==> src/core/armc_pkg.sv <==
package armc_pkg;
  localparam logic [3:0] ADR_MODE_LO = 4'h0;
  localparam logic [3:0] ADR_MODE_HI = 4'h4;
  localparam logic [3:0] ADR_STAT = 4'h8;
  localparam logic [63:0] MODE_RST = 64'h0;
  localparam int POS_RND = 14;
  localparam int POS_WIN = 12;
  localparam int POS_SIGNED = 11;
  localparam int POS_RSV = 10;
  localparam int POS_HEX_UNF = 9;
  localparam int POS_HEX_SIG = 8;
  localparam int POS_FLUSH = 7;
  localparam int POS_TRAP = 6;
  localparam int POS_AFFINE = 5;
  localparam int POS_SAT = 4;
  localparam int POS_ALT = 2;
  localparam int POS_PRI = 0;
  localparam logic [1:0] RND_BAD = 2'h3;
  localparam logic [15:0] HEX_UNF_ADJ = 16'h0080;
  localparam logic [15:0] TRAP_ADJ_S = 16'h00C0;
  localparam logic [15:0] TRAP_ADJ_D = 16'h0600;
  typedef enum logic [1:0] {
    FMT_IEEE = 2'b00, FMT_MINI_FD = 2'b01, FMT_MINI_FG = 2'b10, FMT_HEX = 2'b11
  } armc_fmt_e;
  typedef enum logic [2:0] {
    K_ADD = 3'b000, K_MUL = 3'b001, K_CMP = 3'b010, K_MAC = 3'b011,
    K_TO_ALT = 3'b100, K_FROM_ALT = 3'b101, K_SCALE = 3'b110, K_IMUL = 3'b111
  } armc_kind_e;
  typedef struct packed {
    logic [1:0] product_window_sel;
    logic mul_signed_sel;
    logic hexfmt_underflow_keep;
    logic hexfmt_signif_keep;
    logic flush_denorm_en;
    logic ieee_trap_en;
    logic inf_sign_rule_sel;
    logic clamp_overflow_en;
    armc_fmt_e second_float_fmt;
    armc_fmt_e primary_float_fmt;
  } armc_mode_s;
  typedef struct packed {
    armc_kind_e kind;
    logic dbl;
    logic sign;
    logic [15:0] exp;
    logic [51:0] sig;
    logic [51:0] den_sig;
    logic unf;
    logic ovf;
    logic zero_int;
    logic inf_inf;
    logic inf_like;
    logic inf_sign;
    logic [31:0] mul_a;
    logic [31:0] mul_b;
  } armc_op_s;
  typedef struct packed {
    armc_fmt_e fmt;
    armc_fmt_e src_fmt;
    logic sign;
    logic [15:0] exp;
    logic [51:0] sig;
    logic [31:0] int_res;
    logic invalid;
    logic trapped;
  } armc_res_s;
endpackage

==> src/core/armc_core.sv <==
`timescale 1ns/100ps
module armc_core import armc_pkg::*; (
  // clock and reset
  input wire logic i_clk_sys,
  input wire logic i_srst,
  // avalon-mm slave
  input wire logic [3:0] i_avm_address,
  input wire logic i_avm_read,
  input wire logic i_avm_write,
  input wire logic [31:0] i_avm_writedata,
  input wire logic [3:0] i_avm_byteenable,
  output logic [31:0] o_avm_readdata,
  output logic o_avm_waitrequest,
  // operation in
  input wire logic i_op_valid,
  input wire armc_op_s i_op,
  // result out
  output logic o_res_valid,
  output armc_res_s o_res
);
  logic [63:0] mode_q;
  logic wait_q;
  logic v_q;
  armc_op_s op_q;
  armc_mode_s md_q;
  armc_res_s res_d;

  function automatic armc_mode_s mode_dec(input logic [63:0] m);
    armc_mode_s d;
    d.product_window_sel = m[POS_WIN+:2];
    d.mul_signed_sel = m[POS_SIGNED];
    d.hexfmt_underflow_keep = m[POS_HEX_UNF];
    d.hexfmt_signif_keep = m[POS_HEX_SIG];
    d.flush_denorm_en = m[POS_FLUSH];
    d.ieee_trap_en = m[POS_TRAP];
    d.inf_sign_rule_sel = m[POS_AFFINE];
    d.clamp_overflow_en = m[POS_SAT];
    d.second_float_fmt = armc_fmt_e'(m[POS_ALT+:2]);
    d.primary_float_fmt = armc_fmt_e'(m[POS_PRI+:2]);
    return d;
  endfunction

  function automatic logic [31:0] be_merge(input logic [31:0] o, input logic [31:0] n,
                                           input logic [3:0] be);
    logic [31:0] r;
    r = o;
    for (int i = 0; i < 4; i++) begin
      if (be[i]) begin
        r[8*i+:8] = n[8*i+:8];
      end
    end
    return r;
  endfunction

  // exponent field mask of a format at a precision
  function automatic logic [15:0] exp_mask(input armc_fmt_e f, input logic dbl);
    case (f)
      FMT_IEEE: exp_mask = dbl ? 16'h07FF : 16'h00FF;
      FMT_MINI_FD: exp_mask = 16'h00FF;
      FMT_MINI_FG: exp_mask = dbl ? 16'h07FF : 16'h00FF;
      FMT_HEX: exp_mask = 16'h007F;
      default: exp_mask = 16'h00FF;
    endcase
  endfunction

  // one wait cycle per access; readdata is loaded together with the drop of waitrequest
  wire req = i_avm_read | i_avm_write;
  wire done = req & ~wait_q;
  always_ff @(posedge i_clk_sys) begin
    if (i_srst) begin
      wait_q <= 1'b1;
    end else begin
      wait_q <= ~(req & wait_q);
    end
  end

  always_ff @(posedge i_clk_sys) begin
    if (i_srst) begin
      o_avm_readdata <= 32'h0;
    end else if (i_avm_read & wait_q) begin
      case (i_avm_address)
        ADR_MODE_LO: o_avm_readdata <= mode_q[31:0];
        ADR_MODE_HI: o_avm_readdata <= mode_q[63:32];
        ADR_STAT: o_avm_readdata <= {28'h0, o_res.trapped, o_res.invalid, v_q, o_res_valid};
        default: o_avm_readdata <= 32'h0;
      endcase
    end
  end
  assign o_avm_waitrequest = wait_q;

  always_ff @(posedge i_clk_sys) begin
    if (i_srst) begin
      mode_q <= MODE_RST;
    end else if (done & i_avm_write & (i_avm_address == ADR_MODE_HI)) begin
      mode_q[63:32] <= be_merge(mode_q[63:32], i_avm_writedata, i_avm_byteenable);
    end else if (done & i_avm_write & (i_avm_address == ADR_MODE_LO)) begin
      mode_q[31:0] <= be_merge(mode_q[31:0], i_avm_writedata, i_avm_byteenable);
      mode_q[POS_RSV] <= 1'b0;
      if (i_avm_byteenable[1] & i_avm_byteenable[2] &&
          i_avm_writedata[POS_RND+1+:2] == RND_BAD) begin
        mode_q[POS_RND+:3] <= mode_q[POS_RND+:3];
      end
    end
  end

  always_ff @(posedge i_clk_sys) begin
    if (i_srst) begin
      v_q <= 1'b0;
      op_q <= '0;
      md_q <= '0;
    end else begin
      v_q <= i_op_valid;
      if (i_op_valid) begin
        op_q <= i_op;
        md_q <= mode_dec(mode_q);
      end
    end
  end

  // sign extension picks two's complement or unsigned
  wire signed [32:0] ma = {md_q.mul_signed_sel & op_q.mul_a[31], op_q.mul_a};
  wire signed [32:0] mb = {md_q.mul_signed_sel & op_q.mul_b[31], op_q.mul_b};
  wire signed [65:0] prod = ma * mb;
  // optional one-place adjust before window pick
  wire [63:0] prod_adj = md_q.product_window_sel[0] ? {prod[62:0], 1'b0} : prod[63:0];

  logic [15:0] emsk;
  logic [15:0] adj;
  logic ieee;
  logic trap;
  logic hex_op;
  always_comb begin
    res_d = '0;
    // destination follows primary except on conversion to alternate
    res_d.fmt = (op_q.kind == K_TO_ALT) ? md_q.second_float_fmt : md_q.primary_float_fmt;
    res_d.src_fmt = (op_q.kind == K_FROM_ALT) ? md_q.second_float_fmt : md_q.primary_float_fmt;
    // field codes shared by both format fields
    ieee = res_d.fmt == FMT_IEEE;
    emsk = exp_mask(res_d.fmt, op_q.dbl);
    adj = op_q.dbl ? TRAP_ADJ_D : TRAP_ADJ_S;
    trap = ieee & md_q.ieee_trap_en;
    // hex underflow keep limited to these ops
    hex_op = op_q.kind != K_IMUL;
    res_d.sign = op_q.sign;
    res_d.exp = op_q.exp & emsk;
    res_d.sig = op_q.sig;
    if (op_q.kind == K_IMUL) begin
      res_d.int_res = md_q.product_window_sel[1] ? prod_adj[63:32] : prod_adj[31:0];
    end else if (ieee & op_q.inf_inf) begin
      if (md_q.inf_sign_rule_sel & op_q.inf_like) begin
        res_d.sign = op_q.inf_sign;
        res_d.exp = emsk;
        res_d.sig = 52'h0;
      end else begin
        res_d.invalid = 1'b1;
        res_d.exp = emsk;
        res_d.sig = 52'h8000000000000;
      end
    end else if (op_q.ovf) begin
      if (trap) begin
        res_d.exp = (op_q.exp - adj) & emsk;
        res_d.trapped = 1'b1;
      end else if (md_q.clamp_overflow_en) begin
        res_d.exp = ieee ? emsk - 16'h0001 : emsk;
        res_d.sig = '1;
      end else if (ieee) begin
        res_d.exp = emsk;
        res_d.sig = 52'h0;
      end else if (res_d.fmt != FMT_HEX) begin
        // minicomputer formats flag overflow with the reserved operand pattern
        res_d.sign = 1'b1;
        res_d.exp = 16'h0;
      end
    end else if (op_q.unf) begin
      if (trap) begin
        res_d.exp = (op_q.exp + adj) & emsk;
        res_d.trapped = 1'b1;
      end else if (ieee) begin
        res_d.exp = 16'h0;
        res_d.sig = md_q.flush_denorm_en ? 52'h0 : op_q.den_sig;
      end else if ((res_d.fmt == FMT_HEX) & hex_op & md_q.hexfmt_underflow_keep) begin
        res_d.exp = (op_q.exp + HEX_UNF_ADJ) & emsk;
      end else begin
        res_d.sign = 1'b0;
        res_d.exp = 16'h0;
        res_d.sig = 52'h0;
      end
    end else if ((res_d.fmt == FMT_HEX) & op_q.zero_int &
                 ((op_q.kind == K_ADD) | (op_q.kind == K_CMP))) begin
      res_d.sig = 52'h0;
      if (!md_q.hexfmt_signif_keep) begin
        res_d.sign = 1'b0;
        res_d.exp = 16'h0;
      end
    end
  end

  always_ff @(posedge i_clk_sys) begin
    if (i_srst) begin
      o_res_valid <= 1'b0;
      o_res <= '0;
    end else begin
      o_res_valid <= v_q;
      if (v_q) begin
        o_res <= res_d;
      end
    end
  end

  wire signed [63:0] chk_sp = $signed(op_q.mul_a) * $signed(op_q.mul_b);
  wire [63:0] chk_up = op_q.mul_a * op_q.mul_b;
  wire is_imul = v_q & (op_q.kind == K_IMUL);
  wire ieee_out = v_q & (res_d.fmt == FMT_IEEE) & (op_q.kind != K_IMUL) & ~op_q.inf_inf;
endmodule

==> config.mk <==
export PLATFORM = sky130hd
export DESIGN_NAME = armc_core
export DESIGN_NICKNAME = d
export VERILOG_FILES = /design/src/core/armc_pkg.sv /design/src/core/armc_core.sv
export SDC_FILE = /design/constraint.sdc
export NUM_CORES = 2
export LEC_CHECK = 0
export BUFFER_PORTS_ARGS = -buffer_cell sky130_fd_sc_hd__buf_2
export CELL_PAD_IN_SITES_DETAIL_PLACEMENT = 0
export CELL_PAD_IN_SITES_GLOBAL_PLACEMENT = 2
export CORE_MARGIN = 2
export CORE_UTILIZATION = 40
export CTS_BUF_LIST = sky130_fd_sc_hd__clkbuf_2 sky130_fd_sc_hd__clkbuf_4 sky130_fd_sc_hd__clkbuf_8
export DETAILED_ROUTE_END_ITERATION = 8
export MAX_ROUTING_LAYER = met4
export PLACE_DENSITY_LB_ADDON = 0.08
export SLEW_MARGIN = 10
export SYNTH_ARGS = -nofsm -noshare
export SYNTH_HDL_FRONTEND = slang
export SYNTH_SLANG_ARGS = --single-unit
==> constraint.sdc <==
create_clock -name i_clk_sys -period 9.85 [get_ports i_clk_sys]
set_input_delay 0.4925 -clock i_clk_sys [delete_from_list [all_inputs] [get_ports i_clk_sys]]
set_output_delay 0.4925 -clock i_clk_sys [all_outputs]
set_load 0.05 [all_outputs]
-- Word level (Yosys, flattened, before mapping)
Cells that the tools add are included.
- bits in registers: 413
- output and inout bits: 141
- input bits: 240
- logic and storage cells: 147
- bitwise logic cells: 26
- reductions and logical operators: 15
- add/sub/neg operators: 4
- multiply operators: 1
- multiplexer cells: 43
- equality and inequality tests: 12
- operator list (cell ; count):
    69-bit 2-to-1 mux ; 5
    52-bit 2-to-1 mux ; 6
    68-bit 2-to-1 mux ; 2
    32-bit case mux with 3 select lines ; 1
    16-bit 2-to-1 mux ; 5
    16-bit bitwise AND ; 4
    33-bit by 33-bit multiplier with 64-bit output ; 1
    32-bit 2-to-1 mux ; 2
    64-bit 2-to-1 mux ; 1
    16-bit case mux with 3 select lines ; 1
    17-bit 2-to-1 mux ; 2
    11-bit 2-to-1 mux ; 2
    16-bit by 11-bit adder with 16-bit output ; 1
    16-bit by 8-bit adder with 16-bit output (second input constant) ; 1
    1-bit bitwise AND ; 16
    16-bit by 1-bit subtractor with 16-bit output (second input constant) ; 1
    16-bit by 11-bit subtractor with 16-bit output ; 1
    1-bit 2-to-1 mux ; 13
    3-bit AND reduction ; 4
    3-bit == test (second input constant) ; 3
    2-bit AND reduction ; 4
    4-bit AND reduction ; 2
    2-bit == test (second input constant) ; 3
    2-bit 2-to-1 mux ; 3
    13 further kinds ; 17

-- Logic depth before layout (Yosys ltp)
- depth in word-level cells: 13
- gate-level depth with buffers: 31
- mapped depth without buffers: 28

-- Worst setup path before layout
Ideal clock, no wire load.
- path kind: reg-to-reg
- start: register, netlist name ma[31]
- end: register o_res[26] in the netlist's numbering
- clock period less this slack: 8139 ps
- data required time: 9733 ps
- buffers on the path: 3
- setup slack: 1711 ps
- stages on the path, launching flop included: 29
- data arrival time: 8023 ps
- cells stage by stage: dfxtp_1 -> clkbuf_1 -> and2_1 -> clkbuf_1 -> nand2_1 -> inv_1 -> fa_1 -> inv_1 -> fa_1 -> inv_1 -> fa_1 -> fa_1 -> inv_1 -> fa_1 -> inv_1 -> fa_1 -> inv_1 -> fa_1 -> fa_1 -> inv_1 -> ha_1 -> clkbuf_1 -> nand4_1 -> nor4_1 -> a32oi_1 -> a211oi_2 -> xor2_1 -> mux4_2 -> a22o_1
- cells in the longest elaborated chain, start to end: 5
- RTL lines (item ; line ; text):
    1-bit bitwise AND ; armc_core.sv:121 ; wire signed [32:0] ma = {md_q.mul_signed_sel & op_q.mul_a[31], op_q.mul_a};
    33-bit by 33-bit multiplier with 64-bit output (*) ; armc_core.sv:123 ; wire signed [65:0] prod = ma * mb;
    64-bit 2-to-1 mux (*) ; armc_core.sv:125 ; wire [63:0] prod_adj = md_q.product_window_sel[0] ? {prod[62:0], 1'b0} : prod[63:0];
    32-bit 2-to-1 mux (*) ; armc_core.sv:148 ; res_d.int_res = md_q.product_window_sel[1] ? prod_adj[63:32] : prod_adj[31:0];
    32-bit 2-to-1 mux (*) ; armc_core.sv:147 ; if (op_q.kind == K_IMUL) begin
    end signal: assignment ; armc_core.sv:205 ; o_res <= res_d;
    end: declaration ; armc_core.sv:19 ; output armc_res_s o_res
Mark *: on every way between the ends. The rest lies on a longest branch, timed or not.
A chain may end at the register's enable or synchronous reset.

-- Worst setup path after layout
- start: register, netlist name mb[5]
- end: register o_res[26] in the netlist's numbering
- cells in the longest elaborated chain, start to end: 4
- RTL lines (item ; line):
    33-bit by 33-bit multiplier with 64-bit output ; armc_core.sv:123
    64-bit 2-to-1 mux ; armc_core.sv:125
    32-bit 2-to-1 mux ; armc_core.sv:148
    32-bit 2-to-1 mux ; armc_core.sv:147
No other way between the ends.

==> impl_results.md <==
- Leading area contributor after synthesis: fa_1
- Count of cell types in the netlist: between 80 and 90
- CTS buffer count: 81
- Tot GR Track Use: 0.2618
- Least-Margin Pin Slew: roughly 1.3 ns
- Antenna violations before repair: 39
- Slew margin rel.: 0.1345
- Input/output buffers: 370
- Setup TNS Final: 0 ns
- Share of synthesized area spent on multiplexers: 0.04622
- Largest net degree at the start of global routing: around 140
- DP HPWL: between 100000 and 150000 µm
- Vias: between 40000 and 50000
- Synth Area in Compound Gates: 0.07944
- PwrDens: 108.3 nW/µm²
- Vias in the first global route: 46253
- Drt first pass iters: 5
- Number of synthesized flops with an enable pin: 0
- Synthesis-stage register bit count: 403
- H-tree depth: 3
- Full die area: roughly 140000 µm²
- Avg Cell Area, Syn: 8.906 µm²
- Share of cells above drive strength 1: 0.1047
- Leading post-synthesis cells by cell area: fa_1 (41%), dfxtp_1 (15%), inv_1 (7.7%)
- Post-synth top area share: 0.4078
- Die height: 375.9 µm
- Die width: 375.9 µm
- Slew Limit Fails: 0
- Final wirelength: approximately 170000 µm
- Root buf cell: clkbuf_8
- Critical Path End Type: register
- Drt first-iter violations: 2205
- Routed Antenna Nets: 0
- Global route overflow: 0
- Final Skew: 0.1051 ns
- Yosys Warn Count: 0
- Final Setup Violations: 0
- Clock Pin Slew Worst Setup and Hold Paths: 0.06 ns
- Hold WC Path Type: in -> reg
- Final Hold Viols: 0
- # clock sinks: 403
- Max Fclk: roughly 0.11 GHz
- Data required, critical path: 10.51 ns
- Initial Util: 0.4029
- Crit path max fanout: 16
- Cell count after synthesis: 6213
- First-pass GRT wire length: 278100 µm
- CP Launch Type: register
- WL per Instance: 20.53 µm
- Post-Synth Adder-Cell Area: 0.4573
- Clock latency on the worst-skew pair: 0.81 ns
- Async set-reset flop share out of synthesis: 0
- Post-synth top flop: dfxtp_1
- Final setup margin: 0.7812 ns
- Setup Crit Path Kind: reg -> reg
- Drt drc: 0
- Arr. time, crit path: a little under 10 ns
- Fin crit share: 0.9207
- Seq/Total Area, Yosys: 0.1458
- RSZ-0062 raised after global routing: false
- CTS tree: done
- Dpl ws: 0.8933 ns
- XOR/XNOR Fraction of Synth Area: 0.01330
- Final min period: 9.069 ns
- Simple-Gate Fraction of Synth Area: 0.1523
- Peak VDD IR: between 0.1 and 0.15 mV
- Max Cap Viol: 0
- Vias per cell: 5.034
- Area Growth Syn to Fin: 14.12%
- Routability cong.: ~0.87
- Post-CTS Setup Inserts: 0
- Leakage: between 0.02 and 0.03 µW
- Core Box Area: 137300 µm²
- CTS max path bufs: 3
- I/O pin total: 381
- Row cnt: 136
- Final nets: just over 8000
- Main combinational cell family by area after synthesis: adder cells
- Synth Cell Area: between 50000 and 60000 µm²
- Status: completed
[state kept, by name (all words and copies together), names as in the netlist]
signal and count:
ma 32, mb 32, md_q 13, mode_q 63
o_avm_readdata 32, o_avm_waitrequest 1, o_res 102, o_res_valid 1
op_q 126, v_q 1
[layout make-up]
cell class	count	area (µm²)
fillers	13769	74180
repair buffers	725	5145
inverters	1137	4268
multi-input cells	4269	41490
clock inverters	17	236.5
diodes	44	110.1
flip-flops and latches	403	8080
well taps	1794	2245
clock buffers	125	1570
[routing by layer]
metal / part of all wire / vias up / GRT usage
met2: 0.48 / 885 / 0.4243
met3: 0.055 / 172 / 0.05038
met1: 0.45 / 21995 / 0.3451
met4: 0.017 / 0 / 0.04645
met5: 0 / - / -
li1: - / 19805 / -
[power breakdown]
| group | internal (µW) | total [µW] | switching (µW) |
|---|---|---|---|
| sequential | 1690 | 1820 | 127 |
| combinational | 1120 | 3050 | 1930 |
| clock | 1080 | 1970 | 882 |
| total | 3900 | 6840 | 2940 |
[logic make-up after synthesis]
family | Yosys count
XOR/XNOR | 84
multiplexers | 250
AO/OA/AOI/OAI | 712
AND/OR/NAND/NOR | 1872
adder cells (fa/ha/maj) | 1346
buffers and inverters | 1545
other | 1
flip-flops | 403
[cells in the mapped netlist, drive strengths merged, types with 3 or more instances]
cell type,n
o21ai,165
a2111o,3
a221oi,10
mux4,3
nand4,24
a32oi,3
nor2,424
clkbuf,367
nor4b,3
a21o,33
o211ai,14
dfxtp,403
o2111ai,3
ha,219
nor3,22
a21oi,284
buf,41
and4,8
inv,1137
o22ai,4
nor2b,9
o21bai,11
o21a,9
mux2,4
or2,12
a221o,19
nand2b,15
and3,24
o31ai,10
or3,5
xnor2,55
and2,361
nand4b,3
nand2,866
a22oi,72
a211oi,14
nand3,85
mux2i,243
fa,1127
xor2,29
o221ai,12
a41oi,3
a22o,7
a31oi,18
[final timing paths]
check / startpoint / end / slack [ns] / cells past startpoint
worst max-delay path: mb[5]$_SDFFE_PP0P_ / o_res[26]$_SDFFE_PP0P_ / 0.78 / 24
worst max register to register: mb[5]$_SDFFE_PP0P_ / o_res[26]$_SDFFE_PP0P_ / 0.78 / 24
worst min-delay path: i_op[63] / ma[31]$_SDFFE_PP0P_ / 0.12 / 3
worst min register to register: mode_q[19]$_SDFFE_PP0P_ / mode_q[19]$_SDFFE_PP0P_ / 0.45 / 2
[stage by stage]
stage | area (µm²) | instances | total power, µW | hold slack (ns) | util
floorplan | 55350 | 6217 | 3726 | 0.4360 | -
global placement | 58990 | 8105 | 4840 | 0.4406 | 0.4296
detailed placement | 58990 | 8105 | 4805 | 0.4443 | 0.4296
CTS | 63030 | 8470 | 6932 | 0.04922 | 0.4590
global route | 63140 | 8514 | 7330 | 0.1048 | 0.4598
finish | 63140 | 8514 | 6836 | 0.1219 | 0.4598
[critical path, stage by stage, from the launching register on]
cell and delay [ns]:
dfxtp_1 1.11, buf_4 0.37, nand2_1 0.09, fa_1 0.45, fa_1 0.52, inv_1 0.05, fa_1 0.48, inv_1 0.06
fa_1 0.47, fa_1 0.52, fa_1 0.56, fa_1 0.41, fa_1 0.57, inv_1 0.06, ha_1 0.45, a21oi_1 0.14
o21ai_1 0.20, a31oi_1 0.23, o31ai_1 0.45, a21oi_4 0.09, o31ai_2 0.43, a41oi_2 0.23, xnor2_1 0.22, mux4_2 0.53
a22o_1 0.22
[cells in the final DEF (no fill, tap or decap), types with 8 or more instances in the layout]
master	count
a221oi_1	9
xnor2_1	55
a22oi_1	72
o21ai_0	119
dfxtp_1	393
nand3_1	85
o21a_1	9
nor3_1	22
a31oi_1	18
a221o_1	19
or2_2	10
nor2_1	421
o221ai_1	12
nand2_1	863
ha_1	219
clkbuf_4	24
a21o_1	33
a21oi_1	280
and3_1	24
xor2_1	29
dfxtp_2	10
clkbuf_8	101
dlygate4sd3_1	223
o211ai_1	13
nor2b_1	9
o31ai_1	9
inv_1	1137
and4_1	8
diode_2	44
nand4_1	24
buf_4	128
and2_1	360
buf_2	368
a211oi_1	12
mux2i_1	242
nand2b_1	15
o21bai_1	11
o21ai_1	45
fa_1	1127
[timing repair]
action | in CTS | in global routing
endpoints found under the hold margin | 251 | 0
resized for setup | 0 | 0
hold buffers | 223 | 0
No activity file was read; power rests on OpenSTA's default activity.
